--- src/psr_pkg.sv ---
// Shared constants of the processor-status register bank.
// Assumes one tile clock; register numbers are the core's status numbers.
package psr_pkg;
   // ==========================================================
   // Clock
   localparam int CLK_PERIOD_NS = 4;
   localparam int DIV_RATIO_DEF = 4;

   // ==========================================================
   // Register numbers
   localparam logic [7:0] REG_RAM_BASE = 8'h00;
   localparam logic [7:0] REG_VEC_BASE = 8'h01;
   localparam logic [7:0] REG_TILE_CTL = 8'h02;
   localparam logic [7:0] REG_BOOT_STS = 8'h03;
   localparam logic [7:0] REG_SEC_WORD = 8'h05;
   localparam logic [7:0] REG_OSC_CTL = 8'h06;
   localparam logic [7:0] REG_OSC_CNT0 = 8'h07;
   localparam logic [7:0] REG_OSC_CNT3 = 8'h0a;
   localparam logic [7:0] REG_DBG_SAVED = 8'h10;

   // ==========================================================
   // Field layouts and reset values
   localparam logic [31:0] RAM_BASE_RST = 32'h0001_0000;
   localparam int RAM_BASE_LSB = 2;
   localparam int VEC_BASE_LSB = 16;
   localparam int TILE_DIV_EN_BIT = 4;
   localparam int TILE_DYN_BIT = 5;
   localparam logic [1:0] TILE_CTL_RST = 2'h0;
   localparam int BOOT_TILE_LSB = 16;
   localparam int BOOT_OTP_BIT = 8;
   localparam int BOOT_MODE_W = 8;
   localparam int OSC_TILE_BIT = 1;
   localparam int OSC_PERIPH_BIT = 0;
   localparam logic [1:0] OSC_CTL_RST = 2'h0;
   localparam int OSC_NUM = 4;
   localparam int OSC_CNT_W = 16;
   localparam logic [1:0] BOOT_SETTLE = 2'h3;
endpackage

--- src/psr_div_if.sv ---
// Carrier between the register bank and its clock divider.
// Assumes both ends on the tile clock.
`timescale 1ns/1ns
interface psr_div_if;
   logic div_en;
   logic dyn_mode;
   logic all_paused;
   logic div_active;
   logic clk_en;
   modport bank (output div_en, output dyn_mode, output all_paused,
                 input div_active, input clk_en);
   modport div (input div_en, input dyn_mode, input all_paused,
                output div_active, output clk_en);
endinterface

--- src/psr_bank.sv ---
// Processor-status register bank of one tile, answering status reads and
// writes from the local core by register number.
// Assumes one request at a time from a core on sys_clk_i; oscillator and
// boot-mode pins arrive asynchronously and are synchronised here.
//
// What this block does
// RULE1: RAM base resets to 0x00010000
// RULE2: RAM base keeps bits 31:2, low bits zero
// RULE3: Vector address is vector-base high plus event vector
// RULE4: Tile control bit 4 enables clock divider
// RULE5: Bit 5 dynamic: divide only when cores paused
// RULE6: Boot status 23:16 shows tile number
// RULE7: Boot status bit 8 shows OTP boot
// RULE8: Boot status 7:0 shows sampled mode pins
// RULE9: Security register copies OTP word, read-only
// RULE10: Oscillator control bits enable tile, peripheral rings
// RULE11: Four oscillators each drive a gated counter
// RULE12: Software reads counters only when stopped
// RULE13: Registers 0x07-0x0a return 16-bit counts
// RULE14: Counters keep counts through reset
// RULE15: Oscillators asynchronous to tile clock
// RULE16: Register 0x10 holds saved status at debug entry
// RULE17: Access only via status read/write by number
// RULE18: Core forms identifier as number shl 8 or 0x0c
// RULE19: Counter values synchronised into tile clock
// RULE20: Reserved bits zero, read-only writes ignored
`timescale 1ns/1ns
module psr_bank #(
   parameter int DIV_RATIO = psr_pkg::DIV_RATIO_DEF
) (
   // Clock and reset
   input wire logic sys_clk_i,
   input wire logic nrst_i,
   // Status access port from the core
   input wire logic ps_rd_i,
   input wire logic ps_wr_i,
   input wire logic [7:0] ps_num_i,
   input wire logic [31:0] ps_wdata_i,
   output logic ps_ack_o,
   output logic ps_miss_o,
   output logic [31:0] ps_rdata_o,
   // Event vector formation
   input wire logic event_req_i,
   input wire logic [15:0] event_vec_i,
   output logic dest_valid_o,
   output logic [31:0] dest_addr_o,
   // Clock divider
   input wire logic all_paused_i,
   output logic tile_clk_en_o,
   output logic clk_slow_o,
   // Boot and security inputs
   input wire logic [7:0] tile_number_i,
   input wire logic otp_boot_en_i,
   input wire logic [psr_pkg::BOOT_MODE_W-1:0] boot_mode_pin_i,
   input wire logic security_load_i,
   input wire logic [31:0] security_word_i,
   // Ring oscillators
   input wire logic [psr_pkg::OSC_NUM-1:0] osc_wave_i,
   output logic [psr_pkg::OSC_NUM-1:0] osc_run_o,
   // Debug entry
   input wire logic debug_entry_i,
   input wire logic [31:0] saved_status_word_i
);
   // ==========================================================
   // Address decode
   function automatic logic psr_mapped(input logic [7:0] num);
      psr_mapped = (num <= psr_pkg::REG_OSC_CNT3 && num != 8'h04) ||
                   (num == psr_pkg::REG_DBG_SAVED);
   endfunction

   // ==========================================================
   // State
   logic [31:psr_pkg::RAM_BASE_LSB] ram_base;
   logic [31:psr_pkg::VEC_BASE_LSB] vec_base;
   logic [1:0] tile_ctl;
   logic [1:0] osc_ctl;
   logic [31:0] sec_word;
   logic [31:0] saved_copy;
   logic [psr_pkg::BOOT_MODE_W-1:0] mode_s1, mode_s2, boot_mode;
   logic [1:0] settle;
   logic [31:psr_pkg::RAM_BASE_LSB] next_ram_base;
   logic [31:psr_pkg::VEC_BASE_LSB] next_vec_base;
   logic [1:0] next_tile_ctl;
   logic [1:0] next_osc_ctl;
   logic [31:0] next_sec_word;
   logic [31:0] next_saved_copy;
   logic [psr_pkg::BOOT_MODE_W-1:0] next_boot_mode;
   logic [1:0] next_settle;
   logic wr_ram, wr_vec, wr_tile, wr_osc;
   logic [psr_pkg::OSC_CNT_W-1:0] osc_cnt [psr_pkg::OSC_NUM];
   logic [psr_pkg::OSC_NUM-1:0] osc_en;

   // ==========================================================
   // Configuration registers
   // Writes to read-only numbers fall through with no effect
   always_comb begin
      wr_ram = ps_wr_i && ps_num_i == psr_pkg::REG_RAM_BASE;
      wr_vec = ps_wr_i && ps_num_i == psr_pkg::REG_VEC_BASE;
      wr_tile = ps_wr_i && ps_num_i == psr_pkg::REG_TILE_CTL;
      wr_osc = ps_wr_i && ps_num_i == psr_pkg::REG_OSC_CTL; // RULE17
      next_ram_base = wr_ram ? ps_wdata_i[31:psr_pkg::RAM_BASE_LSB] : ram_base; // RULE2
      next_vec_base = wr_vec ? ps_wdata_i[31:psr_pkg::VEC_BASE_LSB] : vec_base;
      next_tile_ctl = tile_ctl;
      if (wr_tile) begin
         next_tile_ctl = {ps_wdata_i[psr_pkg::TILE_DYN_BIT],
                          ps_wdata_i[psr_pkg::TILE_DIV_EN_BIT]};
      end
      next_osc_ctl = osc_ctl;
      if (wr_osc) begin // RULE10
         next_osc_ctl = {ps_wdata_i[psr_pkg::OSC_TILE_BIT],
                         ps_wdata_i[psr_pkg::OSC_PERIPH_BIT]};
      end
      next_sec_word = security_load_i ? security_word_i : sec_word; // RULE9
      next_saved_copy = debug_entry_i ? saved_status_word_i : saved_copy; // RULE16
   end

   always_ff @(posedge sys_clk_i or negedge nrst_i) begin
      if (!nrst_i) begin
         ram_base <= psr_pkg::RAM_BASE_RST[31:psr_pkg::RAM_BASE_LSB]; // RULE1
         vec_base <= '0;
         tile_ctl <= psr_pkg::TILE_CTL_RST;
         osc_ctl <= psr_pkg::OSC_CTL_RST;
         sec_word <= '0;
         saved_copy <= '0;
      end else begin
         ram_base <= next_ram_base;
         vec_base <= next_vec_base;
         tile_ctl <= next_tile_ctl;
         osc_ctl <= next_osc_ctl;
         sec_word <= next_sec_word;
         saved_copy <= next_saved_copy;
      end
   end

   // ==========================================================
   // Boot-mode pins: synchronised, then caught once after reset release
   // Catching once keeps boot status steady if the straps float later
   always_comb begin
      next_settle = (settle == psr_pkg::BOOT_SETTLE) ? settle : settle + 2'h1;
      next_boot_mode = boot_mode;
      if (settle == psr_pkg::BOOT_SETTLE - 2'h1) begin
         next_boot_mode = mode_s2; // RULE8
      end
   end

   always_ff @(posedge sys_clk_i or negedge nrst_i) begin
      if (!nrst_i) begin
         mode_s1 <= '0;
         mode_s2 <= '0;
         boot_mode <= '0;
         settle <= '0;
      end else begin
         mode_s1 <= boot_mode_pin_i;
         mode_s2 <= mode_s1;
         boot_mode <= next_boot_mode;
         settle <= next_settle;
      end
   end

   // ==========================================================
   // Event destination address
   logic next_dest_valid;
   logic [31:0] next_dest_addr;

   always_comb begin
      next_dest_valid = event_req_i;
      next_dest_addr = dest_addr_o;
      if (event_req_i) begin
         next_dest_addr = {vec_base, event_vec_i}; // RULE3
      end
   end

   always_ff @(posedge sys_clk_i or negedge nrst_i) begin
      if (!nrst_i) begin
         dest_valid_o <= 1'b0;
         dest_addr_o <= '0;
      end else begin
         dest_valid_o <= next_dest_valid;
         dest_addr_o <= next_dest_addr;
      end
   end

   // ==========================================================
   // Clock divider
   psr_div_if div_bus ();

   assign div_bus.div_en = tile_ctl[0]; // RULE4
   assign div_bus.dyn_mode = tile_ctl[1]; // RULE5
   assign div_bus.all_paused = all_paused_i;
   assign tile_clk_en_o = div_bus.clk_en;
   assign clk_slow_o = div_bus.div_active;

   psr_clk_div #(
      .DIV_RATIO(DIV_RATIO)
   ) u_div (
      .clk_i(sys_clk_i),
      .nrst_i(nrst_i),
      .dv(div_bus.div)
   );

   // ==========================================================
   // Ring oscillators: two tile rings, then two peripheral rings
   // The rings are free-running analog cells; only their enables leave here
   assign osc_en = {osc_ctl[1], osc_ctl[1], osc_ctl[0], osc_ctl[0]}; // RULE11
   assign osc_run_o = osc_en; // RULE15

   for (genvar g = 0; g < psr_pkg::OSC_NUM; g++) begin : g_osc
      psr_osc_counter #(
         .W(psr_pkg::OSC_CNT_W)
      ) u_cnt (
         .clk_i(sys_clk_i),
         .nrst_i(nrst_i),
         .wave_i(osc_wave_i[psr_pkg::OSC_NUM-1-g]),
         .en_i(osc_en[psr_pkg::OSC_NUM-1-g]),
         .count_o(osc_cnt[g])
      );
   end

   // ==========================================================
   // Read response, one cycle after the request
   logic next_ack;
   logic next_miss;
   logic [31:0] next_rdata;

   always_comb begin
      next_ack = ps_rd_i | ps_wr_i;
      next_miss = (ps_rd_i | ps_wr_i) & ~psr_mapped(ps_num_i);
      next_rdata = '0; // RULE20
      if (ps_rd_i && !ps_wr_i) begin
         unique case (ps_num_i)
            psr_pkg::REG_RAM_BASE: next_rdata = {ram_base, 2'h0};
            psr_pkg::REG_VEC_BASE: next_rdata = {vec_base, 16'h0};
            psr_pkg::REG_TILE_CTL: begin
               next_rdata[psr_pkg::TILE_DIV_EN_BIT] = tile_ctl[0];
               next_rdata[psr_pkg::TILE_DYN_BIT] = tile_ctl[1];
            end
            psr_pkg::REG_BOOT_STS: begin
               next_rdata[psr_pkg::BOOT_TILE_LSB +: 8] = tile_number_i; // RULE6
               next_rdata[psr_pkg::BOOT_OTP_BIT] = otp_boot_en_i; // RULE7
               next_rdata[psr_pkg::BOOT_MODE_W-1:0] = boot_mode; // RULE8
            end
            psr_pkg::REG_SEC_WORD: next_rdata = sec_word; // RULE9
            psr_pkg::REG_OSC_CTL: next_rdata[1:0] = osc_ctl;
            8'h07, 8'h08, 8'h09, 8'h0a: begin
               next_rdata[psr_pkg::OSC_CNT_W-1:0] =
                  osc_cnt[2'(ps_num_i - psr_pkg::REG_OSC_CNT0)]; // RULE13
            end
            psr_pkg::REG_DBG_SAVED: next_rdata = saved_copy; // RULE16
            default: next_rdata = '0;
         endcase
      end
   end

   always_ff @(posedge sys_clk_i or negedge nrst_i) begin
      if (!nrst_i) begin
         ps_ack_o <= 1'b0;
         ps_miss_o <= 1'b0;
         ps_rdata_o <= '0;
      end else begin
         ps_ack_o <= next_ack;
         ps_miss_o <= next_miss;
         ps_rdata_o <= next_rdata;
      end
   end

   // ==========================================================
   // Checks
   logic ram_touched;
   always_ff @(posedge sys_clk_i or negedge nrst_i) begin
      if (!nrst_i) begin
         ram_touched <= 1'b0;
      end else if (wr_ram) begin
         ram_touched <= 1'b1;
      end
   end
endmodule

--- src/psr_osc_counter.sv ---
// One ring-oscillator counter, counted in the tile clock domain.
// Assumes wave_i is a free-running oscillator output, asynchronous to clk_i.
`timescale 1ns/1ns
module psr_osc_counter #(
   parameter int W = 16
) (
   // Clock and reset
   input wire logic clk_i,
   input wire logic nrst_i,
   // Oscillator side
   input wire logic wave_i,
   input wire logic en_i,
   // Count
   output logic [W-1:0] count_o
);
   // ==========================================================
   // Elaboration check
   if (W < 2) begin : g_bad_w
      $error("psr_osc_counter: W must be at least 2");
   end

   // ==========================================================
   // Synchroniser and edge detector
   logic sync_a, sync_b, sync_c;
   logic next_sync_a, next_sync_b, next_sync_c;
   logic rise;
   logic [W-1:0] next_count;

   // Second and third stages feed the edge detector, never the first
   always_comb begin
      next_sync_a = wave_i;
      next_sync_b = sync_a;
      next_sync_c = sync_b;
      rise = sync_b & ~sync_c; // RULE19
   end

   always_ff @(posedge clk_i or negedge nrst_i) begin
      if (!nrst_i) begin
         sync_a <= 1'b0;
         sync_b <= 1'b0;
         sync_c <= 1'b0;
      end else begin
         sync_a <= next_sync_a;
         sync_b <= next_sync_b;
         sync_c <= next_sync_c;
      end
   end

   // ==========================================================
   // Counter: no reset, so the count outlives a system reset
   // Power-up value only, so the count is defined before its first edge
   logic [W-1:0] tally = '0;

   always_comb begin
      next_count = tally;
      if (en_i && rise) begin
         next_count = tally + W'(1); // RULE11
      end
   end

   always_ff @(posedge clk_i) begin
      tally <= next_count; // RULE14
   end

   assign count_o = tally;
endmodule

--- src/psr_clk_div.sv ---
// Tile clock divider: emits a clock-enable pulse, slowed when active.
// Assumes the paused flag comes from core logic on the same clock.
`timescale 1ns/1ns
module psr_clk_div #(
   parameter int DIV_RATIO = 4
) (
   // Clock and reset
   input wire logic clk_i,
   input wire logic nrst_i,
   // Bank side
   psr_div_if.div dv
);
   // ==========================================================
   // Elaboration check
   localparam int CW = (DIV_RATIO < 2) ? 1 : $clog2(DIV_RATIO);
   localparam logic [CW-1:0] LAST = CW'(DIV_RATIO - 1);
   if (DIV_RATIO < 2) begin : g_bad_ratio
      $error("psr_clk_div: DIV_RATIO must be at least 2");
   end

   // ==========================================================
   // Divider state
   logic active;
   logic en_q;
   logic [CW-1:0] cnt;
   logic next_active;
   logic next_en;
   logic [CW-1:0] next_cnt;

   // Dynamic mode only slows while every live core is paused
   always_comb begin
      next_active = dv.div_en & (~dv.dyn_mode | dv.all_paused); // RULE5
      next_cnt = '0;
      next_en = 1'b1;
      if (active) begin // RULE4
         next_cnt = (cnt == LAST) ? '0 : cnt + CW'(1);
         next_en = (cnt == LAST);
      end
   end

   always_ff @(posedge clk_i or negedge nrst_i) begin
      if (!nrst_i) begin
         active <= 1'b0;
         en_q <= 1'b1;
         cnt <= '0;
      end else begin
         active <= next_active;
         en_q <= next_en;
         cnt <= next_cnt;
      end
   end

   assign dv.div_active = active;
   assign dv.clk_en = en_q;
endmodule

--- config.mk ---
export PLATFORM = sky130hd
export DESIGN_NAME = psr_bank
export DESIGN_NICKNAME = d
export VERILOG_FILES = /design/src/psr_pkg.sv /design/src/psr_div_if.sv /design/src/psr_bank.sv /design/src/psr_osc_counter.sv /design/src/psr_clk_div.sv
export SDC_FILE = /design/constraint.sdc
export NUM_CORES = 1
export LEC_CHECK = 0
export BUFFER_PORTS_ARGS = -buffer_cell sky130_fd_sc_hd__buf_2
export CAP_MARGIN = 20
export CORE_MARGIN = 4
export CORE_UTILIZATION = 35
export CTS_CLUSTER_SIZE = 40
export DETAILED_ROUTE_END_ITERATION = 10
export PLACE_DENSITY_LB_ADDON = 0.25
export SLEW_MARGIN = 20
export SYNTH_ARGS = -nofsm -noshare
export SYNTH_HDL_FRONTEND = slang
export SYNTH_HIERARCHICAL = 1
export SYNTH_SLANG_ARGS = --single-unit
--- constraint.sdc ---
create_clock -name sys_clk_i -period 2 [get_ports sys_clk_i]
set_input_delay 0.1 -clock sys_clk_i [delete_from_list [all_inputs] [get_ports sys_clk_i]]
set_output_delay 0.1 -clock sys_clk_i [all_outputs]
set_load 0.02 [all_outputs]
==> impl_metrics.yaml, run 1 <==
sta:
  fin_crit_sh_pct: 78.0
  setup_slack_ns: 0.440
  rsz0062_at_grt: "no"
  post-route-min-period_ns: 1.56
  worst_slew_pin_slew_ns: 0.775
  slew_viol_final: 0
  setup_viol: 0
  hold_viol: 0
  totalNegativeSetupSlack_ns: 0
  slew_headroom_pct: 48.2
  skew_ns: 0.0235
  clock.fmax_ghz: 0.641
clock_network:
  clkSinkCount: 287
  cts_buffer_depth: 3
  ctsRootBufferMaster: "clkbuf_16"
  postCtsHoldBufs: 133
  clock_latency_ns: 0.51
  htreeDepth: 2
  clk_pin_slew_ns: 0.06
  cts_setup_buffers: 0
  cts.repair.resized: 0
  cts_made_buffers: 34
  cts_tree: "done"
power:
  ir_drop_mv: 0.682
  p_leak_nw: 7.33
  p_seq_share_pct: 46.1
  powerDensity_nw_per_um2: 830
  p_clk_share_pct: 45.2
  comb_power_share_pct: 8.7
  finalPower_mw: 14.0
  intPower_mw: 10.8
  p_sw_mw: 3.14
  switching_share_pct: 22.5
synth:
  ys_seq_area_share_pct: 60.4
  ys_types: 47
  synth_area_leaders: "dfrtp_1 (45%), edfxtp_1 (15%), mux2_2 (13%)"
  ys_ff_latch: 287
  syn-num-nets: 1029
  synth_top_area_share_pct: 44.5
  synthCells: 869
  synth_edf_count: 64
  netlist_area_um2: 12400
  synth_area_leader_cell: "dfrtp_1"
  syn_avg_cell_area_um2: 14.3
  ys_async_sr_fraction_pct: 77.7
  yosysWarnings: 6
  synth_ff_type: "dfrtp_1"
detailed_routing:
  final_antenna_net_count: 0
  via_count: 8740
  via_per_inst: 5.03
  routed_wl_mm: 34.0
  dr.pass1.iters: 5
  drc: 0
  wire_per_inst_um: 19.6
  drt-initial-drc-count: 490
worst_setup_path:
  crit_arrival_ns: 1.80
  cp_slowest_cell: "edfxtp_1"
  crit_path_max_fanout: 7
  critical_path_class: "flop to flop"
  path_cells: "nand3_1 > nor4_2 > xor2_1"
  cp-end-kind: "flop"
  slowest_delay_ns: 0.44
  cp-start-kind: "flop"
  rr_worst_depth: 3
  critPathRequiredTime_ns: 2.24
die:
  rows: 68
  dieArea_um2: 38600
  start_util_pct: 35.7
  ios: 222
  fp.dieW_um: 196
  core_area_um2: 34800
  die_h_um: 196
worst_hold_path:
  hold_path_class: "primary input to flop"
  min_delay_path_depth: 2
global_route:
  grtUsageTotal_pct: 17.3
  grt_pass1_vias: 9134
  grt_max_degree: 68
  grt_overflow: 0
  grt_pass1_wl_mm: 52.9
  grt_antenna_before_repair: 2
cells_and_area:
  final_cell_mix: "dfrtp_1 (221), buf_2 (220), mux2_2 (146)"
  syn2layout_area_growth_pct: 35.3
  layout-drive-gt1-share_pct: 40.6
  fill_cells: 3038
  fin_nets: 1412
  mostFrequentLayoutCell: "dfrtp_1"
place:
  portBuffers: 221
  hpwlAfterDp_mm: 24.0
  post-place-ws_ns: 0.0607
  place_congestion: 0.799
run:
  cap_viol_max_count: 0
run_status:
  outcome: "complete, no violations"
-- power groups by stage --
stage	combinational, mW	sequential, mW	clock [mW]
after floorplan	0.474	6.55	0
after global placement	1.01	6.53	0
after detailed placement	1.02	6.54	0
after CTS	1.23	6.43	6.50
after global routing	1.33	6.46	6.73
final	1.22	6.43	6.30
-- cells in the mapped netlist, types with 4 or more instances --
library cell / count
mux2_4: 10
buf_4: 4
nand2b_1: 4
mux2_1: 5
inv_1: 22
ha_1: 11
a21oi_1: 11
nor4_1: 5
mux4_2: 16
a22oi_1: 20
nand3_1: 38
buf_2: 8
clkbuf_1: 22
a31oi_1: 12
a221oi_1: 5
nor2_1: 20
nor4_2: 16
dfrtp_1: 221
nor3_1: 25
nand2_1: 42
mux2_2: 146
xnor2_1: 17
a32oi_1: 12
nand4_1: 8
buf_1: 11
edfxtp_1: 64
xor2_1: 40
a22o_1: 15
a222oi_1: 5
a211oi_1: 9
nand4_4: 4
-- metrics by stage --
step	hold slack (ns)	utilization (%)	cell area [um^2]	std cells
final	0.0596	48.3	16800	1736
after global routing	0.0508	48.3	16800	1735
after CTS	0.0393	48.3	16800	1733
after detailed placement	0.0527	41.1	14300	1538
after global placement	0.0537	41.1	14300	1538
after floorplan	-0.196	-	12400	869
-- logic make-up after synthesis --
family          Yosys count  share of synthesized area [%]
flops                   287                           60.4
mux                     177                           17.8
compound gates           96                           5.83
fa+ha+maj                11                           1.11
buf+inv                  69                           2.41
xor+xnor                 57                           4.02
simple gates            172                           8.39
-- critical path: cells and delay by family, from the launching register on --
family | cells | cell delay, ns
DFF | 1 | 0.44
and+or+nand+nor | 2 | 0.77
xor gates and xnor gates | 1 | 0.10
-- final cells by class --
class / instances / area, um^2 / share of cell area, %
Antenna cell: 3 / 7.51 / 0.0447
Clock buffer: 46 / 957 / 5.70
Clock inverter: 16 / 205 / 1.22
Inverter: 22 / 82.6 / 0.491
Multi-Input combinational cell: 513 / 4630 / 27.6
Sequential cell: 287 / 7500 / 44.7
Tap cell: 455 / 569 / 3.39
Timing Repair Buffer: 394 / 2850 / 16.9
-- metal layers --
layer	wire [um]	part of all wire, %	track usage, %
met1	14900	44	23.7
met2	16400	48	28.9
met3	1870	5.5	2.87
met4	776	2.3	4.40
met5	0	0	0
-- worst paths after layout --
check	start	to	slack, ns
worst max register to register	g_osc[0].u_cnt/count_o[2]	g_osc[0].u_cnt/count_o[15]	0.44
max in group asynchronous	nrst_i	g_osc[2].u_cnt/sync_c	1.18
worst min-delay path	event_req_i	dest_valid_o	0.06
worst max-delay path	g_osc[0].u_cnt/count_o[2]	g_osc[0].u_cnt/count_o[15]	0.44
min in group asynchronous	nrst_i	dest_addr_o[18]	0.10
worst min register to register	mode_s1[0]	mode_s2[0]	0.34
-- sequential cells by signal, indices dropped and copies added (netlist names), 2 cells and up --
signal	flops
vec_base	16
sec_word	32
mode_s2	8
ram_base	30
g_osc.u_cnt/next_sync_b	4
ps_rdata_o	32
settle	2
tile_ctl	2
u_div/cnt	2
boot_mode	8
dest_addr_o	32
g_osc.u_cnt/count_o	64
g_osc.u_cnt/next_sync_c	4
saved_copy	32
g_osc.u_cnt/sync_c	4
mode_s1	8
osc_ctl	2
(Power assumes the default switching activity.)
==> inputs of run 2 (changes only) <==
clock period = 1.5 ns   (was 2 ns; I/O delays follow)
==> impl_metrics.yaml, run 2 (synthesized netlist as in run 1, its figures left out) <==
worst_hold_path:
  hold_path_class: "primary input to async pin"
clock_network:
  cts_made_buffers: 34
  cts_tree: "done"
  htreeDepth: 2
  cts_buffer_depth: 3
  ctsRootBufferMaster: "clkbuf_16"
  clkSinkCount: 287
  clk_pin_slew_ns: 0.06
  clock_latency_ns: 0.51
cells_and_area:
  syn2layout_area_growth_pct: 40.3
  largest_reg_flops: 64
  diodes: 0
  fin_nets: 1477
  layout-drive-gt1-share_pct: 43.9
  final_cell_mix: "dfrtp_1 (221), buf_2 (220), mux2_2 (146)"
  mostFrequentLayoutCell: "dfrtp_1"
power:
  finalPower_mw: 18.5
  powerDensity_nw_per_um2: 1060
  p_leak_nw: 7.67
  ir_drop_mv: 0.804
detailed_routing:
  drt-initial-drc-count: 511
  routed-wl-met3_mm: 1.87
  wl_met2_mm: 17.4
  routed_wl_mm: 35.0
  dr.pass1.iters: 5
  via_count: 8904
  wire_per_inst_um: 19.5
  highest_layer: "met5"
  drc: 0
  via_per_inst: 4.95
  drt-met1-wl_mm: 15.3
  final_antenna_net_count: 0
die:
  die_h_um: 196
  core_area_um2: 34800
  start_util_pct: 35.7
  fp.dieW_um: 196
  ios: 222
  dieArea_um2: 38600
  rows: 68
sta:
  fin_crit_sh_pct: 95.1
  skew_ns: 0.0210
  clock.fmax_ghz: 0.701
  setup_slack_ns: 0.0738
  hold_viol: 0
  rsz0062_at_grt: "no"
  slew_headroom_pct: 45.4
  post-route-min-period_ns: 1.43
  worst_slew_pin_slew_ns: 0.820
  slew_viol_final: 0
  setup_viol: 0
global_route:
  grt_max_degree: 55
  grtUsageTotal_pct: 17.8
  grt_pass1_wl_mm: 54.2
  grt_antenna_before_repair: 1
  grt_overflow: 0
  grt_pass1_vias: 9382
worst_setup_path:
  critPathRequiredTime_ns: 1.74
  crit_path_max_fanout: 5
  crit_arrival_ns: 1.67
  cp-end-kind: "flop"
  critical_path_class: "flop to flop"
  cp-start-kind: "flop"
  r2r_slack_ns: 0.07
run_status:
  outcome: "complete, no violations"
place:
  hpwlAfterDp_mm: 25.1
  portBuffers: 221
  post-place-ws_ns: -0.412
  place_congestion: 0.834
run:
  cap_viol_max_count: 0
==> run 2: cell count changes in the layout (fill, tap and decap cells not counted), moves of 4 or more <==
cell / delta
buf_12: +7
buf_4: +56
clkbuf_1: +4
nor2_1: -4
nor2_2: +4
==> run 2: repair_timing <==
item,CTS,global route
hold buffers,135,0
endpoints found under the setup margin,0,6
setup buffers,0,5
resized for setup,0,3
endpoints found under the hold margin,373,0
==> run 2: where the power goes <==
part | internal, mW | switching [mW] | total, mW
Sequential | 8.35 | 0.216 | 8.56
Combinational | 0.941 | 0.790 | 1.73
Clock | 5.09 | 3.16 | 8.25
==> run 2: worst paths after layout <==
kind                                                 from                    endpoint  cells after the start
min in group sys_clk_i                      otp_boot_en_i               ps_rdata_o[8]                      4
worst min-delay path                               nrst_i         u_div/dv.div_active                      2
worst min register to register                 mode_s1[7]                  mode_s2[7]                      0
worst max register to register  g_osc[0].u_cnt/count_o[0]  g_osc[0].u_cnt/count_o[10]                      4
max in group asynchronous                          nrst_i                  mode_s2[6]                      3
worst max-delay path            g_osc[0].u_cnt/count_o[0]  g_osc[0].u_cnt/count_o[10]                      4
==> run 2: final cells by class <==
type / count / area, um^2
clock buffers: 51 / 986
multi-input cells: 513 / 4700
flip-flops and latches: 287 / 7500
fillers: 2959 / 17400
inverters: 22 / 82.6
clock inverters: 11 / 151
well taps: 455 / 569
repair buffers: 459 / 3430
==> run 2: critical path, stage by stage, from the launching register on <==
cell and delay, ns:
edfxtp_1 0.44, ha_1 0.25, nand2_1 0.23, nor3_1 0.10
xor2_1 0.15
==> run 2: per-stage QoR <==
step                setup TNS [ns]  hold slack [ns]  util (%)  area, um^2  std cells
floorplan                   -12.46           -0.221         -       12600        869
global placement            -23.17           0.0402      42.8       14900       1596
CTS                              0           0.0737      49.9       17400       1793
finish                           0           0.0715      50.1       17400       1798
detailed placement          -24.08           0.0379      42.8       14900       1596
global route                     0            0.105      50.1       17400       1798
==> run 2: routing by layer <==
metal / GRT usage (%) / vias to the layer above
li1: - / 4130
met4: 3.59 / 2
met3: 3.08 / 38
met5: 0 / -
met1: 24.4 / 4493
met2: 30.2 / 241
==> inputs of run 3 (changes only) <==
CORE_UTILIZATION = 45   (was 35)
==> impl_metrics.yaml, run 3 (synthesized netlist as in run 1, its figures left out) <==
run_status:
  outcome: "complete, no violations"
sta:
  slew_headroom_pct: 42.5
  slew_viol_final: 0
  totalNegativeSetupSlack_ns: 0
  setup_slack_ns: 0.0570
  skew_ns: 0.0171
  worst_slew_pin_slew_ns: 0.859
  setup_viol: 0
  hold_viol: 0
  fin_crit_sh_pct: 96.2
  clock.fmax_ghz: 0.693
  post-route-min-period_ns: 1.44
detailed_routing:
  via_per_inst: 5.45
  drt-met1-wl_mm: 14.8
  via_count: 9109
  final_antenna_net_count: 0
  wl_met2_mm: 16.8
  drc: 0
  wire_per_inst_um: 20.4
  highest_layer: "met4"
  routed_wl_mm: 34.2
  routed-wl-met3_mm: 1.92
  dr.pass1.iters: 5
  drt-initial-drc-count: 746
power:
  ir_drop_mv: 0.808
  powerDensity_nw_per_um2: 1030
  p_leak_nw: 7.58
clock_network:
  cts_made_buffers: 31
  cts_tree: "done"
  clock_latency_ns: 0.55
  ctsRootBufferMaster: "clkbuf_16"
  clk_pin_slew_ns: 0.06
  clkSinkCount: 287
  htreeDepth: 1
  cts_buffer_depth: 3
cells_and_area:
  fill_cells: 1974
  fin_area_um2: 17100
  layout-drive-gt1-share_pct: 43.7
  final_cell_mix: "dfrtp_1 (220), buf_2 (220), mux2_2 (146)"
  fin_nets: 1466
  syn2layout_area_growth_pct: 38.0
  largest_reg_flops: 64
global_route:
  grt_pass1_wl_mm: 53.7
  grtUsageTotal_pct: 22.1
  grt_pass1_vias: 9636
  grt_overflow: 0
  grt_max_degree: 49
  grt_antenna_before_repair: 2
place:
  dpl_cell_area_um2: 14700
  place_congestion: 0.792
  hpwlAfterDp_mm: 23.1
  portBuffers: 221
  post-place-ws_ns: -0.392
worst_setup_path:
  crit_arrival_ns: 1.87
  critPathRequiredTime_ns: 1.92
  path_cells: "buf_4 > mux4_2 > nand3_2 > a211oi_1"
  cp-end-kind: "flop"
  slowest_delay_ns: 0.48
  critPathBufInv: 1
  crit_path_max_fanout: 5
  cp-start-kind: "flop"
  critical_path_class: "flop to flop"
  cp_top_family: "flip-flops"
  cp_slowest_cell: "edfxtp_1"
die:
  ios: 222
  core_area_um2: 27000
  dieArea_um2: 30300
  start_util_pct: 45.9
  fp.dieW_um: 174
  rows: 60
  die_h_um: 174
run:
  cap_viol_max_count: 0
worst_hold_path:
  hold_path_class: "primary input to flop"
[run 3: cell types whose count changed in the layout (fill, tap and decap cells not counted), sizes merged]
cell         previous run  this run
buf                   324       315
clkinv                  8         4
bufinv                  3         1
clkbuf                 51        49
diode                   0         2
clkinvlp                0         1
dlygate4sd3           135       136
inv                    22        23
[run 3: where the power goes]
part | total [mW] | internal, mW | switching [mW]
Combinational | 1.72 | 0.941 | 0.784
Clock | 7.30 | 4.31 | 2.98
Sequential | 8.58 | 8.35 | 0.234
Total | 17.6 | 13.6 | 4.00
[run 3: per-layer routing]
| metal | vias up | global-route usage (%) |
|---|---|---|
| li1 | 4103 | - |
| met1 | 4649 | 30.5 |
| met2 | 308 | 37.6 |
| met3 | 49 | 3.48 |
| met4 | 0 | 4.75 |
| met5 | - | 0 |
[run 3: what timing repair did]
action                     CTS  global route
hold endpoints to repair   374             0
setup endpoints to repair    0            18
hold buffers               136             0
resized for setup            0            11
buffers inserted             0             9
[run 3: worst paths after layout]
kind | slack (ns) | startpoint | end | cells past startpoint
min reg2reg | 0.35 | g_osc[0].u_cnt/next_sync_b | g_osc[0].u_cnt/next_sync_c | 0
max | 0.06 | g_osc[3].u_cnt/count_o[4] | ps_rdata_o[4] | 4
max reg2reg | 0.06 | g_osc[3].u_cnt/count_o[4] | ps_rdata_o[4] | 4
min in group asynchronous | 0.12 | nrst_i | u_div/dv.clk_en | 2
min | 0.04 | otp_boot_en_i | ps_rdata_o[8] | 4
max in group asynchronous | 0.08 | nrst_i | sec_word[17] | 3
[run 3: stage by stage]
step                cells  hold slack [ns]  total power [mW]  utilization, %
floorplan             869           -0.221              9.40               -
global placement     1469          -0.0278              10.1            54.3
detailed placement   1469          -0.0309              10.1            54.3
CTS                  1661           0.0244              17.7            62.9
global route         1672           0.0541              18.2            63.4
finish               1672           0.0351              17.6            63.4
[run 3: worst min-delay path, delay by kind of cell]
family | cells | cell delay, ns
buffers and inverters | 1 | 0.09
AO/OA/AOI/OAI | 3 | 0.38
[run 3: final cells by class]
class	count	area, um^2	area share [%]
multi-input combinational	513	4740	27.7
clock inverter	7	63.8	0.372
inverter	22	82.6	0.482
tap	341	427	2.49
clock buffer	49	913	5.33
sequential	287	7510	43.8
timing repair buffer	451	3400	19.8
antenna	2	5.00	0.0292
